$ cat src/inc/sso_pkg.sv
// Purpose: Shared constants for the safety output and encoder block
// Assumes: 100 MHz clock, 32-bit register port with byte offsets
// Notes: Register offsets, fields, reset values and timing counts
`default_nettype none
package sso_pkg;
	// Clock period in nanoseconds
	localparam int CLK_PERIOD_NS = 10;
	// Contactor feedback settle time, microseconds
	localparam int FB_TIMEOUT_US = 100;
	// Longest wait, so rounded down to whole cycles
	localparam int FB_TIMEOUT_CYC = (FB_TIMEOUT_US * 1000) / CLK_PERIOD_NS;
	// Speed measuring window, microseconds
	localparam int SPEED_WIN_US = 1000;
	localparam int SPEED_WIN_CYC = (SPEED_WIN_US * 1000) / CLK_PERIOD_NS;
	// Widths and counts
	localparam int ADDR_W = 8;
	localparam int DATA_W = 32;
	localparam int NUM_SSO = 2;
	localparam int NUM_UIO = 4;
	localparam int POS_W = 16;
	localparam int CASE_W = 4;
	// Register byte offsets
	localparam logic [7:0] OFF_CTRL = 8'h00;
	localparam logic [7:0] OFF_UIO_DIR = 8'h04;
	localparam logic [7:0] OFF_UIO_FUNC = 8'h08;
	localparam logic [7:0] OFF_FB_TIME = 8'h0C;
	localparam logic [7:0] OFF_CASE = 8'h10;
	localparam logic [7:0] OFF_STATUS = 8'h14;
	localparam logic [7:0] OFF_POS0 = 8'h18;
	localparam logic [7:0] OFF_POS1 = 8'h1C;
	localparam logic [7:0] OFF_SPEED = 8'h20;
	// Control register fields
	localparam int CTRL_RIL_LSB = 0;
	localparam int CTRL_FB_EN = 2;
	localparam int CTRL_PAIR_OUT = 3;
	localparam int CTRL_PAIR_IN = 4;
	localparam int CTRL_W = 5;
	// Case register fields
	localparam int CASE_STILL_LSB = 0;
	localparam int CASE_MOVE_LSB = 4;
	// Status register fields
	localparam int ST_SSO_LSB = 0;
	localparam int ST_LOCK_LSB = 2;
	localparam int ST_FB_ERR = 4;
	localparam int ST_STILL = 5;
	localparam int ST_DIR_LSB = 6;
	localparam int ST_STAT_VAL = 8;
	localparam int ST_STAT_ERR = 9;
	localparam int ST_SLEEP = 10;
	localparam int ST_CASE_LSB = 12;
	// Reset values: both interlocks on, all pins inputs
	localparam logic [CTRL_W-1:0] CTRL_RST = 5'h03;
	localparam logic [NUM_UIO-1:0] DIR_RST = 4'h0;
	localparam logic [7:0] FUNC_RST = 8'h00;
	localparam logic [7:0] CASE_RST = 8'h00;
	// Function of a pin set as input
	typedef enum logic [1:0] {
		FN_RESET = 2'h0,
		FN_FEEDBACK = 2'h1,
		FN_SLEEP = 2'h2,
		FN_RESTART = 2'h3
	} uio_in_fn_t;
	// Status signal shown on a pin set as output
	typedef enum logic [1:0] {
		OF_RESET_REQ = 2'h0,
		OF_CONTAM = 2'h1,
		OF_STILL = 2'h2,
		OF_FB_ERR = 2'h3
	} uio_out_fn_t;
endpackage
`default_nettype wire

$ cat src/design/quad_decoder.sv
// Purpose: Quadrature decoder for one incremental encoder
// Assumes: Channels are asynchronous push-pull levels
// Notes: Forward when channel A leads channel B by a quarter period
`default_nettype none
module quad_decoder import sso_pkg::*; (
	input wire logic clock,
	input wire logic resetn,
	input wire logic ch_a,
	input wire logic ch_b,
	output logic fwd,
	output logic back,
	output logic dir,
	output logic signed [POS_W-1:0] pos
);
	// Two-stage synchronisers, first stage read only by second
	logic [1:0] meta_q;
	logic [1:0] sync_q;
	// Previous synchronised phase pair
	logic [1:0] prev_q;
	logic signed [1:0] delta;

	// Phase step: +1 forward, -1 backward, 0 idle or skipped
	function automatic logic signed [1:0] quad_step(
		input logic [1:0] p, input logic [1:0] c);
		case ({p, c})
			4'b0010, 4'b1011, 4'b1101, 4'b0100: quad_step = 2'sb01;
			4'b0001, 4'b0111, 4'b1110, 4'b1000: quad_step = 2'sb11;
			default: quad_step = 2'sb00;
		endcase
	endfunction

	// Direction from the phase order of the two channels
	assign delta = quad_step(prev_q, sync_q);

	// Synchronise both channels
	always_ff @(posedge clock or negedge resetn) begin
		if (!resetn) begin
			meta_q <= 2'h0;
			sync_q <= 2'h0;
		end else begin
			meta_q <= {ch_a, ch_b};
			sync_q <= meta_q;
		end
	end

	// Count edges; 100 kHz pulses leave hundreds of clocks per edge
	always_ff @(posedge clock or negedge resetn) begin
		if (!resetn) begin
			prev_q <= 2'h0;
			fwd <= 1'b0;
			back <= 1'b0;
			dir <= 1'b0;
			pos <= '0;
		end else begin
			prev_q <= sync_q;
			fwd <= (delta == 2'sb01);
			back <= (delta == 2'sb11);
			if (delta != 2'sb00) begin
				dir <= (delta == 2'sb01);
			end
			pos <= pos + POS_W'(delta);
		end
	end
endmodule
`default_nettype wire

$ cat src/design/safety_output_restart_interlock.sv
// Purpose: Safety switching outputs with restart interlock, contactor
//   feedback check, universal pins and dual encoder standstill
// Assumes: Field and error inputs come from logic on the same clock
// Notes: Registers sit on a plain port, read data one cycle later
`default_nettype none
module safety_output_restart_interlock import sso_pkg::*; #(
	parameter int FB_TIMEOUT = FB_TIMEOUT_CYC,
	parameter int SPEED_WIN = SPEED_WIN_CYC
) (
	input wire logic clock,
	input wire logic resetn,
	input wire logic [ADDR_W-1:0] bus_addr,
	input wire logic [DATA_W-1:0] bus_wdata,
	input wire logic bus_we,
	input wire logic bus_re,
	output logic [DATA_W-1:0] bus_rdata,
	input wire logic [NUM_SSO-1:0] field_occupied,
	input wire logic device_error,
	input wire logic contamination,
	input wire logic [1:0] enc_a,
	input wire logic [1:0] enc_b,
	input wire logic [NUM_UIO-1:0] uio_in,
	output logic [NUM_UIO-1:0] uio_out,
	output logic [NUM_UIO-1:0] uio_oe,
	output logic [NUM_SSO-1:0] safety_switch_output,
	output logic [CASE_W-1:0] monitoring_case,
	output logic standstill
);
	// Software registers
	logic [CTRL_W-1:0] ctrl_q;
	logic [NUM_UIO-1:0] dir_q;
	logic [7:0] func_q;
	logic [DATA_W-1:0] fb_time_q;
	logic [7:0] case_q;
	// Universal pin synchronisers
	logic [NUM_UIO-1:0] uio_meta_q;
	logic [NUM_UIO-1:0] uio_s_q;
	// Interlock, feedback and pushbutton state
	logic [NUM_SSO-1:0] lock_q, lock_d, sso_d;
	logic press_prev_q;
	logic fb_err_q, fb_err_d;
	logic [DATA_W-1:0] fb_tmr_q;
	logic stat_val_q, stat_err_q;
	// Encoder outputs and speed measurement
	logic [1:0] enc_fwd, enc_back, enc_dir;
	logic signed [POS_W-1:0] enc_pos [2];
	logic signed [POS_W-1:0] cnt_q [2];
	logic [POS_W-1:0] speed_q [2];
	logic [DATA_W-1:0] win_q;
	logic [NUM_UIO-1:0] uio_out_d, out_m;
	logic [DATA_W-1:0] rd_mux;

	// Pins whose function field equals a code
	function automatic logic [NUM_UIO-1:0] fn_mask(
		input logic [7:0] f, input logic [1:0] code);
		fn_mask = '0;
		for (int i = 0; i < NUM_UIO; i++) begin
			fn_mask[i] = (f[2*i +: 2] == code);
		end
	endfunction

	// Magnitude of a signed step count
	function automatic logic [POS_W-1:0] mag(
		input logic signed [POS_W-1:0] v);
		mag = (v < 0) ? POS_W'(-v) : POS_W'(v);
	endfunction

	// Named decodes
	wire [NUM_SSO-1:0] ril_en = ctrl_q[CTRL_RIL_LSB +: NUM_SSO];
	wire fb_en = ctrl_q[CTRL_FB_EN];
	wire pair_out = ctrl_q[CTRL_PAIR_OUT];
	wire pair_in = ctrl_q[CTRL_PAIR_IN];
	wire wr_ctrl = bus_we && (bus_addr == OFF_CTRL);
	wire wr_dir = bus_we && (bus_addr == OFF_UIO_DIR);
	wire wr_func = bus_we && (bus_addr == OFF_UIO_FUNC);
	wire wr_fbt = bus_we && (bus_addr == OFF_FB_TIME);
	wire wr_case = bus_we && (bus_addr == OFF_CASE);
	wire wr_stat = bus_we && (bus_addr == OFF_STATUS);

	// Pins taken by pairs leave the general pool
	wire [NUM_UIO-1:0] pair_m = {{2{pair_in}}, {2{pair_out}}};
	assign out_m = (dir_q | {2'b00, {2{pair_out}}}) & ~{{2{pair_in}}, 2'b00};
	wire [NUM_UIO-1:0] in_m = ~dir_q & ~pair_m;
	wire [NUM_UIO-1:0] in_act = in_m & uio_s_q;
	// Input functions; restart also acknowledges the interlock
	wire press_lvl = |(in_act & (fn_mask(func_q, FN_RESET) |
		fn_mask(func_q, FN_RESTART)));
	wire fb_lvl = |(in_act & fn_mask(func_q, FN_FEEDBACK));
	wire sleep_lvl = |(in_act & fn_mask(func_q, FN_SLEEP));
	wire rst_press = press_lvl && !press_prev_q;

	// Interlock and output decision per output
	assign lock_d = ril_en & (field_occupied |
		(lock_q & ~({NUM_SSO{rst_press}} & ~field_occupied)));
	assign sso_d = ~field_occupied & ~(ril_en & lock_q) &
		{NUM_SSO{!device_error && !fb_err_d && !sleep_lvl}};

	// Feedback: contact closed (high) means contactor dropped out
	wire fb_expect = !(|safety_switch_output);
	wire fb_change = (|sso_d) != (|safety_switch_output);
	wire fb_late = fb_en && (fb_tmr_q == '0) && (fb_lvl != fb_expect);
	assign fb_err_d = fb_late ||
		(fb_err_q && !(wr_stat && bus_wdata[ST_FB_ERR]));

	// Status signal per pin in output mode; pair mirrors output 0
	genvar g;
	generate
		for (g = 0; g < NUM_UIO; g++) begin : g_pin
			wire [1:0] code = func_q[2*g +: 2];
			wire sel = (code == OF_RESET_REQ) ? |(ril_en & lock_q) :
				(code == OF_CONTAM) ? contamination :
				(code == OF_STILL) ? standstill : fb_err_q;
			if (g < 2) begin : g_pair
				assign uio_out_d[g] = pair_out ? sso_d[0] : sel;
			end else begin : g_plain
				assign uio_out_d[g] = sel;
			end
		end
	endgenerate

	// Complementary static input on pins 2 and 3
	wire stat_err_d = pair_in && (uio_s_q[2] == uio_s_q[3]);
	wire stat_val_d = pair_in && !uio_s_q[2] && uio_s_q[3];

	// Window end and standstill case choice
	wire win_end = (win_q == '0);
	wire still_now = (speed_q[0] == '0) && (speed_q[1] == '0);
	wire [CASE_W-1:0] case_d = still_now ?
		case_q[CASE_STILL_LSB +: CASE_W] :
		case_q[CASE_MOVE_LSB +: CASE_W];

	// Read decode, unmapped offsets read zero
	wire [DATA_W-1:0] status_w = DATA_W'({monitoring_case, 1'b0,
		sleep_lvl, stat_err_q, stat_val_q, enc_dir, standstill,
		fb_err_q, ril_en & lock_q, safety_switch_output});
	assign rd_mux =
		(bus_addr == OFF_CTRL) ? DATA_W'(ctrl_q) :
		(bus_addr == OFF_UIO_DIR) ? DATA_W'(dir_q) :
		(bus_addr == OFF_UIO_FUNC) ? DATA_W'(func_q) :
		(bus_addr == OFF_FB_TIME) ? fb_time_q :
		(bus_addr == OFF_CASE) ? DATA_W'(case_q) :
		(bus_addr == OFF_STATUS) ? status_w :
		(bus_addr == OFF_POS0) ? DATA_W'(enc_pos[0]) :
		(bus_addr == OFF_POS1) ? DATA_W'(enc_pos[1]) :
		(bus_addr == OFF_SPEED) ? {speed_q[1], speed_q[0]} : '0;

	// One decoder per encoder; each encoder owns one input pair
	for (g = 0; g < 2; g++) begin : g_enc
		quad_decoder u_dec (
			.clock(clock),
			.resetn(resetn),
			.ch_a(enc_a[g]),
			.ch_b(enc_b[g]),
			.fwd(enc_fwd[g]),
			.back(enc_back[g]),
			.dir(enc_dir[g]),
			.pos(enc_pos[g])
		);
	end

	// Software writes
	always_ff @(posedge clock or negedge resetn) begin
		if (!resetn) begin
			ctrl_q <= CTRL_RST;
			dir_q <= DIR_RST;
			func_q <= FUNC_RST;
			fb_time_q <= DATA_W'(FB_TIMEOUT);
			case_q <= CASE_RST;
		end else begin
			if (wr_ctrl) ctrl_q <= bus_wdata[CTRL_W-1:0];
			if (wr_dir) dir_q <= bus_wdata[NUM_UIO-1:0];
			if (wr_func) func_q <= bus_wdata[7:0];
			if (wr_fbt) fb_time_q <= bus_wdata;
			if (wr_case) case_q <= bus_wdata[7:0];
		end
	end

	// Read data for exactly the cycle after the strobe
	always_ff @(posedge clock or negedge resetn) begin
		if (!resetn) bus_rdata <= '0;
		else bus_rdata <= bus_re ? rd_mux : '0;
	end

	// Pin synchronisers, pushbutton edge; interlocks set after reset
	always_ff @(posedge clock or negedge resetn) begin
		if (!resetn) begin
			uio_meta_q <= '0;
			uio_s_q <= '0;
			press_prev_q <= 1'b0;
			lock_q <= '1;
		end else begin
			uio_meta_q <= uio_in;
			uio_s_q <= uio_meta_q;
			press_prev_q <= press_lvl;
			lock_q <= lock_d;
		end
	end

	// Outputs and pin drive, all from flip-flops
	always_ff @(posedge clock or negedge resetn) begin
		if (!resetn) begin
			safety_switch_output <= '0;
			uio_out <= '0;
			uio_oe <= '0;
			stat_val_q <= 1'b0;
			stat_err_q <= 1'b0;
		end else begin
			safety_switch_output <= sso_d;
			uio_out <= uio_out_d & out_m;
			uio_oe <= out_m;
			stat_val_q <= stat_val_d;
			stat_err_q <= stat_err_d;
		end
	end

	// Feedback timer restarts when the outputs go from all off to any on, or back
	always_ff @(posedge clock or negedge resetn) begin
		if (!resetn) begin
			fb_tmr_q <= DATA_W'(FB_TIMEOUT);
			fb_err_q <= 1'b0;
		end else begin
			if (fb_change) fb_tmr_q <= fb_time_q;
			else if (fb_tmr_q != '0) fb_tmr_q <= fb_tmr_q - 1'b1;
			fb_err_q <= fb_err_d;
		end
	end

	// Per-window step counts; zero in both means standstill
	always_ff @(posedge clock or negedge resetn) begin
		if (!resetn) begin
			win_q <= DATA_W'(SPEED_WIN - 1);
			cnt_q <= '{default: '0};
			speed_q <= '{default: '0};
			standstill <= 1'b1;
			monitoring_case <= '0;
		end else begin
			win_q <= win_end ? DATA_W'(SPEED_WIN - 1) : win_q - 1'b1;
			for (int i = 0; i < 2; i++) begin
				if (win_end) begin
					speed_q[i] <= mag(cnt_q[i]);
					cnt_q[i] <= '0;
				end else if (enc_fwd[i]) cnt_q[i] <= cnt_q[i] + 1'b1;
				else if (enc_back[i]) cnt_q[i] <= cnt_q[i] - 1'b1;
			end
			standstill <= still_now;
			monitoring_case <= case_d;
		end
	end
endmodule
`default_nettype wire

$ cat config.mk
export PLATFORM = sky130hd
export DESIGN_NAME = safety_output_restart_interlock
export DESIGN_NICKNAME = d
export VERILOG_FILES = /design/src/inc/sso_pkg.sv /design/src/design/quad_decoder.sv /design/src/design/safety_output_restart_interlock.sv
export SDC_FILE = /design/constraint.sdc
export NUM_CORES = 1
export LEC_CHECK = 0
export ABC_AREA = 1
export BUFFER_PORTS_ARGS = -buffer_cell sky130_fd_sc_hd__buf_2
export CAP_MARGIN = 10
export CORE_MARGIN = 2
export CORE_UTILIZATION = 31
export CTS_CLUSTER_SIZE = 14
export DETAILED_ROUTE_END_ITERATION = 12
export PLACE_DENSITY_LB_ADDON = 0.15
export REMOVE_ABC_BUFFERS = 1
export SYNTH_ARGS = -nofsm -noshare
export SYNTH_HDL_FRONTEND = slang
export SYNTH_SLANG_ARGS = --single-unit
$ cat constraint.sdc
create_clock -name clock -period 8.7 [get_ports clock]
set_input_delay 0.87 -clock clock [delete_from_list [all_inputs] [get_ports clock]]
set_output_delay 0.87 -clock clock [all_outputs]
set_load 0.02 [all_outputs]
==> qor.json <==
{
  "run_status": {
    "run_status": "finished clean"
  },
  "cts": {
    "htreeDepth": 2,
    "tritoncts": "done",
    "ctsResizeCount": 0,
    "hold_buffers": 0,
    "clock_path_buffers": 3,
    "worst_skew_pair.late_latency_ns": 0.57,
    "cts.repair_timing.setup_buffer_count": 0,
    "number_of_clock_sinks_seen_by_cts": 296,
    "clk_pin_slew_worst_paths_ns": 0.06,
    "cts_buffers": 37,
    "clockRootBuffer": "sky130_fd_sc_hd__clkbuf_16"
  },
  "sta": {
    "fin_hold_ws_ns": 0.3228,
    "clock-skew-final_ns": 0.02421,
    "clock.fmax_ghz": 0.2903,
    "worst_relative_slew_slack": 0.3694,
    "final.setup.worst_slack_ns": 5.255,
    "grt_setup_unrepaired": "false",
    "period_share": 0.3960,
    "timing.setup.tns_ns": 0,
    "setup_violations": 0,
    "timing.final.hold_violations": 0,
    "worstMarginPinSlew_ns": 0.9459,
    "final_period_minus_worst_setup_slack_ns": 3.445,
    "maxSlewViolCount": 0
  },
  "synth": {
    "netlist.top_cell.by_area": "sky130_fd_sc_hd__dfrtp_1",
    "ys.flop_type": "sky130_fd_sc_hd__dfrtp_1",
    "netlist_area_um2": 16650,
    "synthDistinctLibCells": 61,
    "yosysSeqAreaShare": 0.4468,
    "postSynthCellCount": 1959,
    "yosys.area.top_type_share": 0.4073,
    "synth-seq-cells": 296,
    "async_reset_ff_frac": 1.000,
    "post_synth.cell_area_avg_um2": 8.499,
    "yosys_warnings": 0,
    "synth_area_leaders": "sky130_fd_sc_hd__dfrtp_1 (41%), sky130_fd_sc_hd__nand2_1 (7.7%), sky130_fd_sc_hd__ha_1 (6.2%)",
    "synth_enable_flop_cells": 0
  },
  "floorplanning": {
    "die-area_um2": 55580,
    "initial_utilization": 0.3149,
    "core-area_um2": 52870,
    "num_rows": 84,
    "die_h_um": 235.8,
    "io_pins": 103,
    "die_w_um": 235.8
  },
  "pwr": {
    "net-switching-power_mw": 2.085,
    "power_frac_clock": 0.296,
    "comb_power_share": 0.357,
    "seq_power_share": 0.348,
    "power_density_nw_per_um2": 289.1,
    "p_sw_frac": 0.3767,
    "vdd_drop_max_uv": 141.5,
    "p_leak_nw": 9.350,
    "internal_power_mw": 3.450
  },
  "global_route": {
    "grt_antenna_before_repair": 0,
    "number_of_global_route_vias_before_repair": 13650,
    "grt_usage": 0.1729,
    "grt_pass1_wl_um": 76360,
    "grt_start_max_net_pins": 151,
    "globalRoute.totalOverflow": 0
  },
  "critical_path": {
    "cpLargestDelayFamily": "compound AO/OA/AOI/OAI gates",
    "critical_path_peak_fanout": 4,
    "critPathKind": "reg2reg",
    "cp.arrival_ns": 3.87,
    "cpMaxStageDelayCell": "sky130_fd_sc_hd__fa_1",
    "setup.worst_path.end_class": "flop",
    "crit_path_max_incr_delay_ns": 0.43,
    "chain_of_cells_forming_the_critical_path": "inv_1 > ha_1 > xnor2_1 > xor2_1 > inv_1 > ha_1 > fa_1 > nand3_1 > nand2_1 > a21boi_0 > o21ai_0 > a31oi_1 > o21ai_0 > xor2_1",
    "worst-endpoint-required_ns": 9.13,
    "critPathLaunchType": "flop",
    "crit_buf_inv": 2
  },
  "final_layout": {
    "antenna_diode_count": 0,
    "nNetsFinal": 2205,
    "fillerInstances": 5428,
    "final_layout_size_suffix_gt1_frac": 0.1463,
    "multi_input_comb_area_um2": 8046,
    "final_design_area_no_fill_um2": 19140,
    "layout.core_utilization": 0.3621,
    "area_growth_syn_to_layout_pct": 14.98,
    "layout.area.seq_um2": 7438
  },
  "place": {
    "place_ws_ns": 5.235,
    "port_buffers": 102,
    "hpwl_um": 35100,
    "final_gp_congestion": 0.8313,
    "detailed_place.area_um2": 17850
  },
  "hold_path": {
    "hold_class": "in2async"
  },
  "detailed_routing": {
    "wl_um": 47660,
    "routedWlPerCell_um": 17.15,
    "number_of_design_rule_violations_left_by_the_first_detailed_router_iteration": 878,
    "drt-pass1-iter-count": 5,
    "antenna_left": 0,
    "via_per_inst": 4.829,
    "drc": 0,
    "route.vias.total": 13420
  },
  "job": {
    "max_cap_viol_count": 0
  }
}
## synthesized netlist by cell type (9+ instances only)
cell                         n
sky130_fd_sc_hd__nand2_1   341
sky130_fd_sc_hd__dfrtp_1   271
sky130_fd_sc_hd__inv_1     224
sky130_fd_sc_hd__nor2_1    194
sky130_fd_sc_hd__o21ai_0   160
sky130_fd_sc_hd__a21oi_1   148
sky130_fd_sc_hd__xor2_1     92
sky130_fd_sc_hd__ha_1       83
sky130_fd_sc_hd__nand3_1    60
sky130_fd_sc_hd__xnor2_1    33
sky130_fd_sc_hd__clkbuf_1   32
sky130_fd_sc_hd__nand4_1    27
sky130_fd_sc_hd__o21ai_2    26
sky130_fd_sc_hd__dfstp_2    25
sky130_fd_sc_hd__o22ai_1    23
sky130_fd_sc_hd__nor3_1     22
sky130_fd_sc_hd__nand3_2    21
sky130_fd_sc_hd__nor4_1     18
sky130_fd_sc_hd__a22oi_1    17
sky130_fd_sc_hd__nand2_2    13
sky130_fd_sc_hd__inv_2      12
sky130_fd_sc_hd__a31oi_1    11
sky130_fd_sc_hd__o21ai_1     9
## final timing paths
check                                                         from                                to  slack (ns)  depth (start not counted)
worst max-delay path            g_enc[0].u_dec.sync_q[0]$_DFF_PN0_  g_enc[0].u_dec.pos[12]$_DFF_PN0_        5.25                         14
min in group clock                         uio_meta_q[0]$_DFF_PN0_              uio_s_q[0]$_DFF_PN0_        0.35                          0
worst max register to register  g_enc[0].u_dec.sync_q[0]$_DFF_PN0_  g_enc[0].u_dec.pos[12]$_DFF_PN0_        5.25                         14
worst min-delay path                                        resetn               win_q[13]$_DFF_PN0_        0.32                          1
worst min register to register             uio_meta_q[0]$_DFF_PN0_              uio_s_q[0]$_DFF_PN0_        0.35                          0
max in group asynchronous                                   resetn         fb_time_q[26]$_DFFE_PN0P_        6.98                          2
## cells in the final DEF (no fill, tap or decap), types with 9 or more instances in the layout
| cell type | n |
|---|---|
| sky130_fd_sc_hd__buf_2 | 101 |
| sky130_fd_sc_hd__nor3_1 | 22 |
| sky130_fd_sc_hd__o21ai_2 | 26 |
| sky130_fd_sc_hd__a31oi_1 | 11 |
| sky130_fd_sc_hd__dfrtp_1 | 271 |
| sky130_fd_sc_hd__o22ai_1 | 23 |
| sky130_fd_sc_hd__nand3_2 | 21 |
| sky130_fd_sc_hd__nand3_1 | 60 |
| sky130_fd_sc_hd__a21oi_1 | 148 |
| sky130_fd_sc_hd__o21ai_1 | 9 |
| sky130_fd_sc_hd__xor2_1 | 92 |
| sky130_fd_sc_hd__nand2_2 | 14 |
| sky130_fd_sc_hd__buf_4 | 9 |
| sky130_fd_sc_hd__dfstp_2 | 25 |
| sky130_fd_sc_hd__o21ai_0 | 160 |
| sky130_fd_sc_hd__inv_2 | 12 |
| sky130_fd_sc_hd__ha_1 | 83 |
| sky130_fd_sc_hd__nor4_1 | 18 |
| sky130_fd_sc_hd__nand4_1 | 27 |
| sky130_fd_sc_hd__nor2_1 | 192 |
| sky130_fd_sc_hd__inv_1 | 224 |
| sky130_fd_sc_hd__nand2_1 | 340 |
| sky130_fd_sc_hd__clkbuf_16 | 37 |
| sky130_fd_sc_hd__xnor2_1 | 33 |
| sky130_fd_sc_hd__a22oi_1 | 17 |
## logic make-up (layout without fill, tap and decap cells)
kind of cell | Yosys count | in the layout | synth area share
compound gates | 435 | 435 | 0.1499
flops | 296 | 296 | 0.4468
mux | 1 | 1 | 0.0006763
simple gates | 729 | 729 | 0.1993
buf+inv | 286 | 418 | 0.07041
fa+ha+maj | 87 | 87 | 0.06718
xor+xnor | 125 | 125 | 0.06575
## metrics by stage
step           power (mW)  std cells
4_1_cts             5.594       2779
6_report            5.535       2779
2_1_floorplan       3.428       1911
3_3_place_gp        3.910       2711
5_1_grt             5.971       2779
3_5_place_dp        3.924       2711
## layout make-up
cell class,instances,share of cell area
multi-input cells,1377,0.4203
flip-flops and latches,296,0.3886
clock buffers,50,0.05457
inverters,238,0.04667
well taps,688,0.04497
repair buffers,112,0.03176
clock inverters,18,0.01314
## layer usage
metal | vias to the layer above | wire length (µm) | global-route usage
met5 | - | 0 | 0
met4 | 0 | 907 | 0.04729
met3 | 55 | 1680 | 0.02333
met2 | 229 | 22370 | 0.2872
met1 | 6422 | 22700 | 0.2361
li1 | 6715 | - | -
## sequential cells by signal, summed over array words and instances, names as in the netlist, 32 cells and up
register,flops
fb_time_q,32
win_q,32
g_enc.u_dec.pos,32
cnt_q,32
fb_tmr_q,32
bus_rdata,32
speed_q,32
## power by group through the flow
stage	combinational [mW]	clock (mW)	sequential, mW
after floorplan	1.57	0	1.85
after global placement	1.96	0	1.95
after detailed placement	1.98	0	1.94
after CTS	1.99	1.68	1.92
after global routing	2.27	1.74	1.96
final	1.98	1.64	1.92
No activity file was read; power rests on OpenSTA's default activity.
